## src/slcr_regs.svh

```systemverilog
`ifndef SLCR_REGS_SVH
`define SLCR_REGS_SVH

// register offsets on the register port
`define SLCR_OFF_SAMPLE_BITS   12'h458
`define SLCR_OFF_SAMPLES_FRAME 12'h459
`define SLCR_OFF_DENSITY_CW    12'h45a
`define SLCR_OFF_RES_ONE       12'h45b
`define SLCR_OFF_RES_TWO       12'h45c
`define SLCR_OFF_CHECKSUM      12'h45d
`define SLCR_OFF_DESKEW        12'h46c

// field positions
`define SLCR_VER_MSB           7
`define SLCR_VER_LSB           5
`define SLCR_LOW5_MSB          4
`define SLCR_DENSITY_BIT       7
`define SLCR_DESKEW7_BIT       7

// reset and fixed values
`define SLCR_RST_VERSION       3'h0
`define SLCR_RST_RES_ONE       8'h00
`define SLCR_RST_RES_TWO       8'h00
`define SLCR_RST_CHECKSUM      8'h00
`define SLCR_SAMPLE_BITS       5'h0f
`define SLCR_SAMPLES_FRAME     5'h02
`define SLCR_DENSITY_HIGH      1'h1
`define SLCR_CTRL_WORDS        5'h00
`define SLCR_VERSION_SUPPORTED 3'h1

`endif

```

## src/slcr_pkg.sv

```systemverilog
package slcr_pkg;

    // register port address and data
    typedef logic [11:0] slcr_addr_type;
    typedef logic [7:0]  slcr_byte_type;

endpackage

```

## src/slcr_cfg_reg.sv

```systemverilog
`timescale 1ns/1ns
`default_nettype none

// one writable configuration field with its own reset value
module slcr_cfg_reg
    import slcr_pkg::*;
#(
    parameter int          WIDTH     = 8,
    parameter logic [WIDTH-1:0] RESET_VAL = '0
)
(
    // clock and reset
    input  wire logic             i_clk,
    input  wire logic             i_sys_rst,
    // write side, already qualified by the caller
    input  wire logic             i_wr_en,
    input  wire logic [WIDTH-1:0] i_wdata,
    // stored value
    output var  logic [WIDTH-1:0] o_value
);

    logic [WIDTH-1:0] value_q;   // stored field
    logic [WIDTH-1:0] value_d;   // next value

    // hold unless a qualified write lands
    assign value_d = i_wr_en ? i_wdata : value_q;

    // storage
    always_ff @(posedge i_clk)
    begin
        if (i_sys_rst)
            value_q <= RESET_VAL;
        else
            value_q <= value_d;
    end

    assign o_value = value_q;

endmodule

`default_nettype wire

```

## src/slcr_deskew_flag.sv

```systemverilog
`timescale 1ns/1ns
`default_nettype none

// per-lane deskew status: set on success, cleared on failure or restart
module slcr_deskew_flag
    import slcr_pkg::*;
(
    // clock and reset
    input  wire logic i_clk,
    input  wire logic i_sys_rst,
    // events from the link receiver core, same clock
    input  wire logic i_achieved,
    input  wire logic i_failed,
    input  wire logic i_restart,
    // status bit
    output var  logic o_flag
);

    logic flag_q;   // status flop
    logic flag_d;   // next status

    // success wins over a clear arriving in the same cycle
    assign flag_d = i_achieved ? 1'b1 : ((i_failed | i_restart) ? 1'b0 : flag_q);

    // storage, deskew not complete after reset
    always_ff @(posedge i_clk)
    begin
        if (i_sys_rst)
            flag_q <= 1'b0;
        else
            flag_q <= flag_d;
    end

    assign o_flag = flag_q;

    a_flag_set_wins : assert property (@(posedge i_clk) disable iff (i_sys_rst)
        i_achieved |=> o_flag)
        else $error("deskew flag not set after success");

endmodule

`default_nettype wire

```

## src/slcr_lane_cfg.sv

```systemverilog
// Behaviour
// - bits per sample field reads fixed fifteen
// - samples per frame minus one, read-only
// - density flag bit seven, resets high
// - control words per frame read zero
// - two writable reserved bytes, reset zero
// - written checksum is lane zero expectation
// - lane seven deskew status, resets zero
`timescale 1ns/1ns
`default_nettype none
`include "slcr_regs.svh"

module slcr_lane_cfg
    import slcr_pkg::*;
#(
    parameter int SAMPLES_PER_FRAME = `SLCR_SAMPLES_FRAME,  // valid settings are one and two
    parameter bit HIGH_DENSITY      = `SLCR_DENSITY_HIGH    // density mode reported to software
)
(
    // clock and reset
    input  wire logic          i_clk,
    input  wire logic          i_sys_rst,
    // register port
    input  wire slcr_addr_type i_reg_addr,
    input  wire logic          i_reg_wr,
    input  wire logic          i_reg_rd,
    input  wire slcr_byte_type i_reg_wdata,
    output var  slcr_byte_type o_reg_rdata,
    output var  logic          o_reg_rvalid,
    // link receiver core side
    input  wire logic          i_core_soft_rst,
    input  wire logic          i_lane7_deskew_done,
    input  wire logic          i_lane7_deskew_fail,
    output var  logic [2:0]    o_link_standard_version,
    output var  slcr_byte_type o_reserved_cfg_one,
    output var  slcr_byte_type o_reserved_cfg_two,
    output var  slcr_byte_type o_lane_zero_checksum,
    output var  logic          o_lane7_deskew_ok
);

    // address compare, used for every register
    function automatic logic addr_hit(input slcr_addr_type addr, input slcr_addr_type off);
        addr_hit = (addr == off);
    endfunction

    // fixed read-only field values
    localparam logic [4:0] SAMPLES_FIELD = 5'(SAMPLES_PER_FRAME - 1);   // stored minus one

    // register decode
    wire hit_bits    = addr_hit(i_reg_addr, `SLCR_OFF_SAMPLE_BITS);
    wire hit_samples = addr_hit(i_reg_addr, `SLCR_OFF_SAMPLES_FRAME);
    wire hit_density = addr_hit(i_reg_addr, `SLCR_OFF_DENSITY_CW);
    wire hit_res_one = addr_hit(i_reg_addr, `SLCR_OFF_RES_ONE);
    wire hit_res_two = addr_hit(i_reg_addr, `SLCR_OFF_RES_TWO);
    wire hit_chk     = addr_hit(i_reg_addr, `SLCR_OFF_CHECKSUM);
    wire hit_deskew  = addr_hit(i_reg_addr, `SLCR_OFF_DESKEW);
    // no register here, so the read answers zero
    wire hit_none    = ~(hit_bits | hit_samples | hit_density | hit_res_one
                         | hit_res_two | hit_chk | hit_deskew);

    // writes land only while the core is held in soft reset, so a stray
    // write during operation cannot disturb a running link
    wire wr_ok      = i_reg_wr & i_core_soft_rst;
    wire wr_version = wr_ok & hit_samples;
    wire wr_res_one = wr_ok & hit_res_one;
    wire wr_res_two = wr_ok & hit_res_two;
    wire wr_chk     = wr_ok & hit_chk;

    // stored fields
    logic [2:0]    version_val;   // link standard version
    slcr_byte_type res_one_val;   // reserved field one
    slcr_byte_type res_two_val;   // reserved field two
    slcr_byte_type chk_val;       // expected checksum
    logic          deskew_val;    // lane seven deskew status

    // version field, upper bits of the samples register
    slcr_cfg_reg #(
        .WIDTH     (3),
        .RESET_VAL (`SLCR_RST_VERSION)
    ) u_version (
        .i_clk     (i_clk),
        .i_sys_rst (i_sys_rst),
        .i_wr_en   (wr_version),
        .i_wdata   (i_reg_wdata[`SLCR_VER_MSB:`SLCR_VER_LSB]),
        .o_value   (version_val)
    );

    // reserved field one, part of the checksummed set
    slcr_cfg_reg #(
        .WIDTH     (8),
        .RESET_VAL (`SLCR_RST_RES_ONE)
    ) u_res_one (
        .i_clk     (i_clk),
        .i_sys_rst (i_sys_rst),
        .i_wr_en   (wr_res_one),
        .i_wdata   (i_reg_wdata),
        .o_value   (res_one_val)
    );

    // reserved field two, part of the checksummed set
    slcr_cfg_reg #(
        .WIDTH     (8),
        .RESET_VAL (`SLCR_RST_RES_TWO)
    ) u_res_two (
        .i_clk     (i_clk),
        .i_sys_rst (i_sys_rst),
        .i_wr_en   (wr_res_two),
        .i_wdata   (i_reg_wdata),
        .o_value   (res_two_val)
    );

    // checksum; the block trusts the value software computed over the
    // configuration bytes and does not recompute it here
    slcr_cfg_reg #(
        .WIDTH     (8),
        .RESET_VAL (`SLCR_RST_CHECKSUM)
    ) u_checksum (
        .i_clk     (i_clk),
        .i_sys_rst (i_sys_rst),
        .i_wr_en   (wr_chk),
        .i_wdata   (i_reg_wdata),
        .o_value   (chk_val)
    );

    // lane seven deskew status, restarted in each soft reset cycle that brings no success
    slcr_deskew_flag u_deskew7 (
        .i_clk      (i_clk),
        .i_sys_rst  (i_sys_rst),
        .i_achieved (i_lane7_deskew_done),
        .i_failed   (i_lane7_deskew_fail),
        .i_restart  (i_core_soft_rst),
        .o_flag     (deskew_val)
    );

    // read values per register; unused upper bits read zero
    wire slcr_byte_type rd_bits    = {3'h0, `SLCR_SAMPLE_BITS};
    wire slcr_byte_type rd_samples = {version_val, SAMPLES_FIELD};
    wire slcr_byte_type rd_density = {HIGH_DENSITY, 2'h0, `SLCR_CTRL_WORDS};
    wire slcr_byte_type rd_deskew  = {deskew_val, 7'h00};

    // read select; unmapped addresses answer zero
    wire slcr_byte_type rd_sel =
        hit_bits    ? rd_bits    :
        hit_samples ? rd_samples :
        hit_density ? rd_density :
        hit_res_one ? res_one_val :
        hit_res_two ? res_two_val :
        hit_chk     ? chk_val    :
        hit_deskew  ? rd_deskew  : 8'h00;

    // read data and valid, registered one cycle after the strobe
    slcr_byte_type rdata_q;    // read data flop
    slcr_byte_type rdata_d;    // next read data
    logic          rvalid_q;   // read answer flag
    logic          rvalid_d;   // next answer flag

    assign rdata_d  = i_reg_rd ? rd_sel : rdata_q;
    assign rvalid_d = i_reg_rd;

    // read answer register
    always_ff @(posedge i_clk)
    begin
        if (i_sys_rst)
        begin
            rdata_q  <= 8'h00;
            rvalid_q <= 1'b0;
        end
        else
        begin
            rdata_q  <= rdata_d;
            rvalid_q <= rvalid_d;
        end
    end

    // outputs, all from flops
    assign o_reg_rdata             = rdata_q;
    assign o_reg_rvalid            = rvalid_q;
    assign o_link_standard_version = version_val;
    assign o_reserved_cfg_one      = res_one_val;
    assign o_reserved_cfg_two      = res_two_val;
    assign o_lane_zero_checksum    = chk_val;
    assign o_lane7_deskew_ok       = deskew_val;

    // read answers one cycle after the strobe
    a_read_latency : assert property (@(posedge i_clk) disable iff (i_sys_rst)
        i_reg_rd |=> o_reg_rvalid)
        else $error("read answer missing");

    // bits per sample reads fifteen
    a_np_fixed_value : assert property (@(posedge i_clk) disable iff (i_sys_rst)
        (i_reg_rd && i_reg_addr == `SLCR_OFF_SAMPLE_BITS) |=> (o_reg_rdata == 8'h0f))
        else $error("bits per sample field wrong");

    // samples field reads configured count minus one, version above it
    a_samples_field : assert property (@(posedge i_clk) disable iff (i_sys_rst)
        (i_reg_rd && i_reg_addr == `SLCR_OFF_SAMPLES_FRAME)
        |=> (o_reg_rdata[4:0] == SAMPLES_FIELD) && (o_reg_rdata[7:5] == $past(o_link_standard_version)))
        else $error("samples field wrong");

    // density flag high
    a_density_high : assert property (@(posedge i_clk) disable iff (i_sys_rst)
        (i_reg_rd && i_reg_addr == `SLCR_OFF_DENSITY_CW) |=> (o_reg_rdata[7] == HIGH_DENSITY))
        else $error("density flag wrong");

    // control words and reserved bits read zero
    a_ctrl_words_zero : assert property (@(posedge i_clk) disable iff (i_sys_rst)
        (i_reg_rd && i_reg_addr == `SLCR_OFF_DENSITY_CW) |=> (o_reg_rdata[6:0] == 7'h00))
        else $error("control word count not zero");

    // reserved field one takes a write made during soft reset
    a_res_one_write : assert property (@(posedge i_clk) disable iff (i_sys_rst)
        (i_reg_wr && i_core_soft_rst && i_reg_addr == `SLCR_OFF_RES_ONE)
        |=> (o_reserved_cfg_one == $past(i_reg_wdata)))
        else $error("reserved field one write lost");

    // configuration holds still while the core runs
    a_cfg_stable_run : assert property (@(posedge i_clk) disable iff (i_sys_rst)
        (!$past(i_core_soft_rst) && !$past(i_sys_rst))
        |-> ($stable(o_reserved_cfg_one) && $stable(o_reserved_cfg_two)
            && $stable(o_lane_zero_checksum) && $stable(o_link_standard_version)))
        else $error("configuration changed outside soft reset");

    // checksum read back matches the value handed to the core
    a_chk_readback : assert property (@(posedge i_clk) disable iff (i_sys_rst)
        (i_reg_rd && i_reg_addr == `SLCR_OFF_CHECKSUM && !i_reg_wr) |=> (o_reg_rdata == o_lane_zero_checksum))
        else $error("checksum readback mismatch");

    // reset clears checksum, version and deskew status
    a_reset_values : assert property (@(posedge i_clk)
        i_sys_rst |=> (o_lane_zero_checksum == 8'h00) && (o_link_standard_version == 3'h0) && !o_lane7_deskew_ok
            && (o_reserved_cfg_one == 8'h00) && (o_reserved_cfg_two == 8'h00))
        else $error("reset values wrong");

    // failure without success clears the status bit
    a_deskew_clear : assert property (@(posedge i_clk) disable iff (i_sys_rst)
        (i_lane7_deskew_fail && !i_lane7_deskew_done) |=> !o_lane7_deskew_ok)
        else $error("deskew status not cleared");

    // deskew bit shows on the register port
    a_deskew_read : assert property (@(posedge i_clk) disable iff (i_sys_rst)
        (i_reg_rd && i_reg_addr == `SLCR_OFF_DESKEW) |=> (o_reg_rdata == {$past(o_lane7_deskew_ok), 7'h00}))
        else $error("deskew read wrong");

    // the answer flag stands only in cycles that follow a read strobe
    a_rvalid_single : assert property (@(posedge i_clk) disable iff (i_sys_rst)
        !i_reg_rd |=> !o_reg_rvalid)
        else $error("read answer held too long");

    // read data holds between reads, so software may sample it late
    a_rdata_holds : assert property (@(posedge i_clk) disable iff (i_sys_rst)
        !i_reg_rd |=> $stable(o_reg_rdata))
        else $error("read data moved without a read");

    // unmapped addresses answer zero
    a_unmapped_zero : assert property (@(posedge i_clk) disable iff (i_sys_rst)
        (i_reg_rd && hit_none) |=> (o_reg_rdata == 8'h00))
        else $error("unmapped read not zero");

    // reserved field two takes a write made during soft reset
    a_res_two_write : assert property (@(posedge i_clk) disable iff (i_sys_rst)
        (i_reg_wr && i_core_soft_rst && i_reg_addr == `SLCR_OFF_RES_TWO)
        |=> (o_reserved_cfg_two == $past(i_reg_wdata)))
        else $error("reserved field two write lost");

    // reserved fields read back what is stored
    a_res_one_read : assert property (@(posedge i_clk) disable iff (i_sys_rst)
        (i_reg_rd && hit_res_one && !i_reg_wr) |=> (o_reg_rdata == o_reserved_cfg_one))
        else $error("reserved field one readback wrong");

    a_res_two_read : assert property (@(posedge i_clk) disable iff (i_sys_rst)
        (i_reg_rd && hit_res_two && !i_reg_wr) |=> (o_reg_rdata == o_reserved_cfg_two))
        else $error("reserved field two readback wrong");

    // checksum takes a write made during soft reset
    a_chk_write : assert property (@(posedge i_clk) disable iff (i_sys_rst)
        (i_reg_wr && i_core_soft_rst && i_reg_addr == `SLCR_OFF_CHECKSUM)
        |=> (o_lane_zero_checksum == $past(i_reg_wdata)))
        else $error("checksum write lost");

    // version takes the upper three bits of a guarded write
    a_version_write : assert property (@(posedge i_clk) disable iff (i_sys_rst)
        (i_reg_wr && i_core_soft_rst && i_reg_addr == `SLCR_OFF_SAMPLES_FRAME)
        |=> (o_link_standard_version == $past(i_reg_wdata[`SLCR_VER_MSB:`SLCR_VER_LSB])))
        else $error("version write lost");

    // a write while the core runs leaves every field alone
    a_write_refused : assert property (@(posedge i_clk) disable iff (i_sys_rst)
        (i_reg_wr && !i_core_soft_rst) |=> ($stable(o_reserved_cfg_one) && $stable(o_reserved_cfg_two)
            && $stable(o_lane_zero_checksum) && $stable(o_link_standard_version)))
        else $error("write landed while core ran");

    // success sets the status bit
    a_deskew_set : assert property (@(posedge i_clk) disable iff (i_sys_rst)
        i_lane7_deskew_done |=> o_lane7_deskew_ok)
        else $error("deskew status not set");

    // soft reset without success restarts the status
    a_restart_clear : assert property (@(posedge i_clk) disable iff (i_sys_rst)
        (i_core_soft_rst && !i_lane7_deskew_done) |=> !o_lane7_deskew_ok)
        else $error("deskew status survived restart");

    // with no event the status holds
    a_deskew_holds : assert property (@(posedge i_clk) disable iff (i_sys_rst)
        (!i_lane7_deskew_done && !i_lane7_deskew_fail && !i_core_soft_rst) |=> $stable(o_lane7_deskew_ok))
        else $error("deskew status moved without event");

endmodule

`default_nettype wire

```

## config.mk

```make
export PLATFORM = sky130hd
export DESIGN_NAME = slcr_lane_cfg
export DESIGN_NICKNAME = d
export VERILOG_FILES = /design/src/slcr_pkg.sv /design/src/slcr_cfg_reg.sv /design/src/slcr_deskew_flag.sv /design/src/slcr_lane_cfg.sv
export VERILOG_INCLUDE_DIRS = /design/src
export SDC_FILE = /design/constraint.sdc
export NUM_CORES = 1
export LEC_CHECK = 0
export BUFFER_PORTS_ARGS = -buffer_cell sky130_fd_sc_hd__buf_4
export CORE_ASPECT_RATIO = 2
export CORE_MARGIN = 5
export CORE_UTILIZATION = 30
export CTS_CLUSTER_DIAMETER = 30
export DETAILED_ROUTE_END_ITERATION = 8
export PLACE_DENSITY = 0.62
export SLEW_MARGIN = 20
export SYNTH_ARGS = -nofsm -noshare
export SYNTH_HDL_FRONTEND = slang
export SYNTH_SLANG_ARGS = --single-unit
```

## constraint.sdc

```tcl
create_clock -name i_clk -period 2.15 [get_ports i_clk]
set_input_delay 0.645 -clock i_clk [delete_from_list [all_inputs] [get_ports i_clk]]
set_output_delay 0.645 -clock i_clk [all_outputs]
set_load 0.005 [all_outputs]
```

==> Yosys cells after proc, flatten, opt, wreduce, memory -nomap -nowiden <==
Index checks and enable logic that the tools add are counted.
Widths: inputs -> output; s select.
{ "totals": {"reg_bits": 37, "input_bits": 27, "out_inout_bits": 37, "wordCells": 30} }
{ "classes": {"eq_ne": 7, "muxes": 9, "bitwise_logic": 6, "n_reduce_logical": 1} }
{ "ops": {"columns": ["operator", "n"], "rows": [
  ["$eq 12x11->1 const B", 7],
  ["$mux 8", 7],
  ["$and 1x1->1", 5],
  ["$mux 1", 2],
  ["$reduce_bool 2->1", 1],
  ["$or 1x1->1", 1]
]} }

==> Depth between registers and ports, before layout <==
Gate-level depths: netlist of the first run.
{ "depth": {"word_depth": 8, "depth_mapped": 7, "depth_no_buf": 4} }

==> By module <==
A second synthesis of the first run with hierarchy kept.
{ "hier_totals": {"hier_cells": 182, "area_unflattened_um2": 1750.4} }
{ "by_module_without_submodules": {"columns": ["mod", "n_inst", "cells_each", "area_per_inst_um2", "seq_area_each_um2"], "rows": [
  ["slcr_cfg_reg (u_checksum ...)", 3, 26, 285.3, 160.2],
  ["slcr_lane_cfg", 1, 91, 755.7, 180.2],
  ["slcr_cfg_reg (u_version)", 1, 9, 101.3, 60.1],
  ["slcr_deskew_flag", 1, 4, 37.5, 20.0]
]} }

==> Worst setup path after synthesis of the first run <==
Ideal clock, no wire load.
{ "synth_path": {"kind": "in2reg", "start": "input i_reg_addr[11]", "end": "register u_checksum.value_q[0] (netlist: u_checksum.o_value[0])", "setup_ps": 128, "arrival_ps": 2139, "t_required_ps": 2022, "slack_ps": -116, "stages": 6, "n_path_buf": 2, "path_cell_list": "or4b_4 buf_6 or4_1 buf_2 mux2i_1 nor2_1"} }
{ "synth_via": {"elab_chain_len": 2} }
{ "synth_lines": {"columns": ["element", "line_no", "source"], "rows": [
  ["start, declared", "slcr_lane_cfg.sv:24", "input wire slcr_addr_type i_reg_addr,"],
  ["$eq 12x11->1", "slcr_lane_cfg.sv:43", "addr_hit = (addr == off);"],
  ["$and 1x1->1", "slcr_lane_cfg.sv:67", "wire wr_chk = wr_ok & hit_chk;"],
  ["end signal, assigned", "slcr_cfg_reg.sv:34", "value_q <= value_d;"],
  ["end, declared", "slcr_cfg_reg.sv:22", "logic [WIDTH-1:0] value_q;"]
]} }
Every way passes these cells.
A chain may end at the register's enable or synchronous reset.

==> Final worst setup path of the first run <==
{ "layout_path": {"start": "input i_reg_addr[11]", "end": "register u_res_one.value_q[0] (netlist: u_res_one.o_value[0])"} }
{ "layout_via": {"elab_chain_len": 2} }
{ "layout_lines": {"columns": ["element", "line_no", "source"], "rows": [
  ["$eq 12x11->1", "slcr_lane_cfg.sv:43", null],
  ["$and 1x1->1", "slcr_lane_cfg.sv:65", "wire wr_res_one = wr_ok & hit_res_one;"],
  ["end signal, assigned", "slcr_cfg_reg.sv:34", null],
  ["end, declared", "slcr_cfg_reg.sv:22", null]
]} }
Every way passes these cells.

==> impl_metrics.py, run 1 <==
metrics = {
    "routing": {
        "route.vias.total": 1676,
        "route.detailed.drc": 0,
        "drt.antenna.violating_nets": 0,
        "routedWlPerCell_um": 16.0,
        "drt-total-wl_mm": 5.20,
        "drtIter0Drc": 56,
        "via_per_inst": 5.16,
        "first_pass_iters": 4,
    },
    "sta": {
        "maxSlewHeadroom_pct": 75.2,
        "rsz0062_at_grt": "no",
        "worst_slack_ns": 0.0996,
        "maxSlewViolCount": 0,
        "tns_ns": 0,
        "min_period_over_period_pct": 95.4,
        "hold_viol": 0,
        "holdWs_ns": 0.456,
        "worstMarginPinSlew_ns": 0.363,
        "max_freq_ghz": 0.488,
        "fin_crit_ns": 2.05,
        "worst_clock_skew_ns": 0.00267,
        "finalSetupViolCount": 0,
    },
    "setup_path": {
        "cp_max_fo": 8,
        "end_kind": "flop",
        "path_class": "input port to flop",
        "critPathLaunchType": "input port",
        "required_ns": 2.30,
        "worst_ep_arrival_time_ns": 2.20,
    },
    "place": {
        "gp_congestion": 0.786,
        "numPortBuffers": 63,
        "dp_slack_ns": -0.181,
        "dpl.cell_count": 317,
        "dp_hpwl_mm": 4.01,
    },
    "min_path": {
        "min_path_type": "flop to flop",
    },
    "pwr": {
        "p_per_area_nw_per_um2": 690,
        "seqPwrFrac_pct": 39.3,
        "p_leak_nw": 1.10,
        "vdd_drop_max_uv": 655,
        "power_switching_uw": 343,
        "clockPowerShare_pct": 52.9,
        "p_int_mw": 1.42,
        "swShare_pct": 19.4,
        "p_comb_share_pct": 7.8,
    },
    "logic_synthesis": {
        "synth_nets": 217,
        "netlist_instances": 190,
        "synth_cell_types": 36,
        "syn_avg_cell_area_sq_um": 9.14,
        "ys_seq_area_share_pct": 42.7,
        "yosys_warnings": 0,
        "netlist_area_sq_um": 1740,
        "synth_seq_cells": 37,
    },
    "floorplan": {
        "row_count": 39,
        "io_pins": 64,
        "core_sq_um": 5660,
        "die_w_um": 63.8,
        "die_h_um": 118,
        "initial_core_util_pct": 30.7,
        "die-area_sq_um": 7500,
    },
    "cts": {
        "clockBufferDepth": 2,
        "post_cts_resized": 0,
        "clockRootBuffer": "clkbuf_16",
        "clkLatencyLatePin_ns": 0.28,
        "cts_made_buffers": 5,
        "cts_sinks": 37,
        "ctsHoldBuffers": 0,
        "cts.clk_slew.worst_paths_ns": 0.05,
        "cts_tree": "yes",
        "cts_max_level": 2,
        "cts_setup_buffers": 0,
    },
    "global_route": {
        "grt_pass1_vias": 1725,
        "grt_pass1_wl_mm": 8.45,
        "antenna_found_initial": 0,
        "gr-total-overflow": 0,
        "grtUsageTotal_pct": 14.1,
        "grt_start_max_net_pins": 37,
    },
    "final_layout": {
        "stdcell_count": 325,
        "final_core_util_pct": 45.2,
        "diodes": 0,
        "nets": 290,
        "areaGrowthSynthToFinish_pct": 47.4,
        "layout-drive-gt1-share_pct": 34.8,
    },
    "outcome": {
        "outcome": "completed",
    },
    "flow_run": {
        "drv_cap": 0,
    },
}
==> cells by family (layout without fill, tap and decap cells) <==
family | Yosys count | in the layout | synth area share, %
AO/OA/AOI/OAI | 30 | 30 | 12.2
XOR/XNOR | 1 | 1 | 0.504
multiplexers | 30 | 30 | 17.3
AND/OR/NAND/NOR | 78 | 78 | 23.8
buffers and inverters | 14 | 88 | 3.60
flip-flops | 37 | 37 | 42.7
==> per-layer routing <==
layer / global-route usage, % / vias to the layer above / part of all wire (%)
li1: - / 827 / -
met1: 13.4 / 789 / 34
met2: 26.3 / 51 / 57
met3: 4.01 / 9 / 5.8
met4: 7.02 / 0 / 2.9
met5: 0 / - / 0
==> final cells by class <==
type | count | area, sq um
repair buffers | 79 | 606
fillers | 575 | 3100
clock inverters | 3 | 65.1
flip-flops and latches | 37 | 741
clock buffers | 5 | 125
inverters | 1 | 3.75
multi-input cells | 139 | 943
well taps | 61 | 76.3
==> sequential cells by signal (all words and copies together) (netlist names) <==
name	count
o_reg_rvalid	1
o_reg_rdata	8
u_res_two.o_value	8
u_version.o_value	3
u_checksum.o_value	8
u_deskew7.o_flag	1
u_res_one.o_value	8
==> worst paths after layout <==
check | startpoint | end | slack, ns | cells after the start
worst min register to register | o_reg_rdata[6] | o_reg_rdata[6] | 0.46 | 2
worst min-delay path | o_reg_rdata[6] | o_reg_rdata[6] | 0.46 | 2
worst max register to register | u_checksum.o_value[7] | o_reg_rdata[7] | 1.02 | 4
worst max-delay path | i_reg_addr[11] | u_res_one.o_value[0] | 0.1 | 6
==> power groups by stage <==
stage | combinational (mW) | sequential [mW] | clock (mW)
final | 0.138 | 0.694 | 0.934
after global routing | 0.151 | 0.695 | 0.986
after CTS | 0.140 | 0.694 | 0.953
after detailed placement | 0.139 | 0.709 | 0
after global placement | 0.138 | 0.709 | 0
after floorplan | 0.0569 | 0.710 | 0
==> layout by cell type, fill, tap and decap left out <==
cell and instances:
dfxtp_1 37, nand4_1 1, nand2_1 10, nor2b_1 1, clkinv_2 1, a21boi_0 1, o41ai_1 2, a31oi_1 1
nand3b_1 3, and3_1 1, or3b_2 1, o2bb2ai_1 4, buf_12 1, or4_1 1, a2bb2oi_1 4, nand2b_1 8
a2111oi_0 1, bufinv_16 2, or4b_4 1, a22oi_1 1, a311o_1 1, mux2i_1 30, clkbuf_16 5, nand4bb_1 1
nor3_1 4, nand3_1 5, nor4b_1 1, o21ai_0 2, or4_4 1, xnor2_1 1, buf_4 78, and4b_1 1
nor4bb_1 1, nor4_4 1, o2111ai_1 1, o211ai_1 2, inv_1 1, a21oi_1 10, nor4b_2 1, nor2_1 35
==> cell usage after synthesis <==
master	instances	area [sq um]
nand3b_1	3	22.5
nor2b_1	1	6.26
o21ai_0	2	10.0
nor4_4	1	21.3
a2111oi_0	1	8.76
o211ai_1	2	15.0
and4b_1	1	10.0
o2111ai_1	1	8.76
nor3_1	4	20.0
nand2_1	10	37.5
nor2_1	35	131
or3b_2	1	8.76
a2bb2oi_1	4	35.0
buf_6	1	11.3
a31oi_1	1	6.26
nand2b_1	8	50.1
nand4_1	1	6.26
nor4b_1	2	17.5
and3_1	1	6.26
nand3_1	5	25.0
nand4bb_1	1	11.3
nor4bb_1	1	10.0
buf_2	2	10.0
a21boi_0	1	7.51
mux2i_1	30	300
a21oi_1	10	50.1
o2bb2ai_1	4	35.0
or4b_4	1	13.8
or4_1	2	15.0
xnor2_1	1	8.76
inv_1	1	3.75
a22oi_1	1	7.51
dfxtp_1	37	741
a311o_1	1	10.0
clkbuf_1	10	37.5
o41ai_1	2	17.5
==> worst max-delay path, cell delays in order <==
cell and delay, ns:
buf_4 0.11, or4b_4 0.59, nor4b_2 0.31, buf_4 0.26, mux2i_1 0.21, nor2_1 0.06
==> per-stage QoR <==
step | instance area, sq um | total power [mW]
3_5_place_dp | 2370 | 0.848
3_3_place_gp | 2370 | 0.847
2_1_floorplan | 1750 | 0.767
4_1_cts | 2560 | 1.79
5_1_grt | 2560 | 1.83
6_report | 2560 | 1.77
Note: power is estimated with default switching activity, not from simulation.
==> run 2, diff against run 1 <==
--- a/config.mk
+++ b/config.mk
@@ -13,6 +13,7 @@
 export CTS_CLUSTER_DIAMETER = 30
 export DETAILED_ROUTE_END_ITERATION = 8
 export PLACE_DENSITY = 0.62
+export SETUP_SLACK_MARGIN = 0.15
 export SLEW_MARGIN = 20
 export SYNTH_ARGS = -nofsm -noshare
 export SYNTH_HDL_FRONTEND = slang
==> impl_metrics.py, run 2 (same netlist as run 1, synthesis figures left out) <==
metrics = {
    "outcome": {
        "outcome": "completed",
    },
    "setup_path": {
        "rrSetupSlack_ns": 0.98,
        "cp_max_fo": 8,
        "rr_endpoint": "o_reg_rdata[7]",
        "critPathLaunchType": "input port",
        "worstPathCellList": "buf_6, or4b_4, or4_4, mux2i_1, nor2_1",
        "path_class": "input port to flop",
        "slowest_delay_ns": 0.57,
        "worst_ep_arrival_time_ns": 2.11,
        "required_ns": 2.30,
        "startpoint": "i_reg_addr[11]",
        "r2r_cells": 4,
        "end_kind": "flop",
        "cp_slowest_cell": "or4b_4",
        "r2r_start": "u_checksum.o_value[7]",
    },
    "routing": {
        "first_pass_iters": 4,
        "drtIter0Drc": 27,
        "drt-total-wl_mm": 5.17,
        "route.vias.total": 1636,
        "route.detailed.drc": 0,
        "drt.antenna.violating_nets": 0,
        "routedWlPerCell_um": 16.0,
        "via_per_inst": 5.05,
    },
    "sta": {
        "rsz0062_at_grt": "yes",
        "fin_crit_ns": 1.96,
        "max_freq_ghz": 0.509,
        "finalSetupViolCount": 0,
        "min_period_over_period_pct": 91.3,
        "holdWs_ns": 0.453,
        "worstMarginPinSlew_ns": 0.378,
        "worst_slack_ns": 0.186,
        "worst_clock_skew_ns": 0.00200,
        "maxSlewViolCount": 0,
        "hold_viol": 0,
        "maxSlewHeadroom_pct": 74.5,
        "tns_ns": 0,
    },
    "min_path": {
        "min_path_type": "flop to flop",
        "hold_end": "o_reg_rdata[6]",
        "worstHoldStart": "o_reg_rdata[6]",
        "holdPathStages": 2,
    },
    "pwr": {
        "p_comb_share_pct": 8.2,
        "seqPwrFrac_pct": 41.4,
        "p_per_area_nw_per_um2": 657,
        "power_switching_uw": 337,
        "p_int_mw": 1.34,
        "p_total_mw": 1.68,
        "vdd_drop_max_uv": 497,
        "p_leak_nw": 1.09,
        "swShare_pct": 20.1,
        "clockPowerShare_pct": 50.4,
    },
    "place": {
        "dp_hpwl_mm": 3.99,
        "numPortBuffers": 63,
        "dpl.cell_count": 315,
        "dp_slack_ns": -0.151,
        "gp_congestion": 0.808,
        "placed_area_sq_um": 2350,
    },
    "floorplan": {
        "die_h_um": 118,
        "row_count": 39,
        "die_w_um": 63.8,
        "core_sq_um": 5660,
        "io_pins": 64,
        "die-area_sq_um": 7500,
        "initial_core_util_pct": 30.7,
    },
    "global_route": {
        "antenna_found_initial": 0,
        "grt_pass1_vias": 1696,
        "gr-total-overflow": 0,
        "grt_pass1_wl_mm": 8.26,
        "grtUsageTotal_pct": 13.7,
        "grt_start_max_net_pins": 37,
    },
    "cts": {
        "cts_sinks": 37,
        "ctsHoldBuffers": 0,
        "cts_made_buffers": 5,
        "cts_tree": "yes",
        "clockBufferDepth": 2,
        "cts.clk_slew.worst_paths_ns": 0.05,
        "clockRootBuffer": "clkbuf_16",
        "clkLatencyLatePin_ns": 0.27,
        "cts_max_level": 2,
    },
    "final_layout": {
        "stdcell_count": 324,
        "nets": 289,
        "diodes": 0,
        "final_cell_mix": "75 x buf_4, 37 x dfxtp_1, 35 x nor2_1",
        "final_common_cell": "buf_4",
        "areaGrowthSynthToFinish_pct": 47.0,
        "fin_area_sq_um": 2550,
        "layout-drive-gt1-share_pct": 35.0,
        "nFillCells": 583,
        "final_core_util_pct": 45.1,
    },
    "flow_run": {
        "drv_cap": 0,
    },
}
run 2: metal layers:
| metal | vias up | GRT usage (%) | wire length, um |
|---|---|---|---|
| met4 | 0 | 5.85 | 118 |
| li1 | 825 | - | - |
| met3 | 8 | 2.58 | 218 |
| met1 | 759 | 13.9 | 1830 |
| met2 | 44 | 25.9 | 3000 |
| met5 | - | 0 | 0 |
run 2: cell type report:
| type | count | area, sq um | share of cell area (%) |
|---|---|---|---|
| Tap cell | 61 | 76.3 | 2.99 |
| Clock inverter | 1 | 30.0 | 1.18 |
| Inverter | 1 | 3.75 | 0.147 |
| Sequential cell | 37 | 741 | 29.0 |
| Multi-Input combinational cell | 139 | 953 | 37.4 |
| Timing Repair Buffer | 78 | 606 | 23.7 |
| Clock buffer | 7 | 143 | 5.59 |
run 2: worst max path at each step:
| stage | to | slack [ns] |
|---|---|---|
| CTS | u_checksum.o_value[7] | 0.15 |
| detailed placement | u_checksum.o_value[0] | -0.15 |
| finish | u_checksum.o_value[7] | 0.19 |
| global route | u_checksum.o_value[5] | 0.12 |
| floorplan | u_checksum.o_value[0] | -0.02 |
| global placement | u_checksum.o_value[5] | -0.10 |
run 2: worst max-delay path: cells and delay by family:
| kind | cells | cell delay [ns] |
|---|---|---|
| buffers and inverters | 1 | 0.09 |
| AND/OR/NAND/NOR | 3 | 1.18 |
| multiplexers | 1 | 0.18 |
run 2: timing repair:
action	in CTS	in global routing
gates resized for setup	1	4
endpoints found under the setup margin	4	18
pin swaps	0	1
setup buffers	1	0
cloned	0	0
run 2: power groups by stage:
stage	sequential, mW	clock (mW)	combinational (mW)
2_1_floorplan	0.710	0	0.0569
3_3_place_gp	0.709	0	0.135
3_5_place_dp	0.709	0	0.136
4_1_cts	0.695	0.862	0.138
5_1_grt	0.695	0.888	0.150
6_report	0.694	0.846	0.138
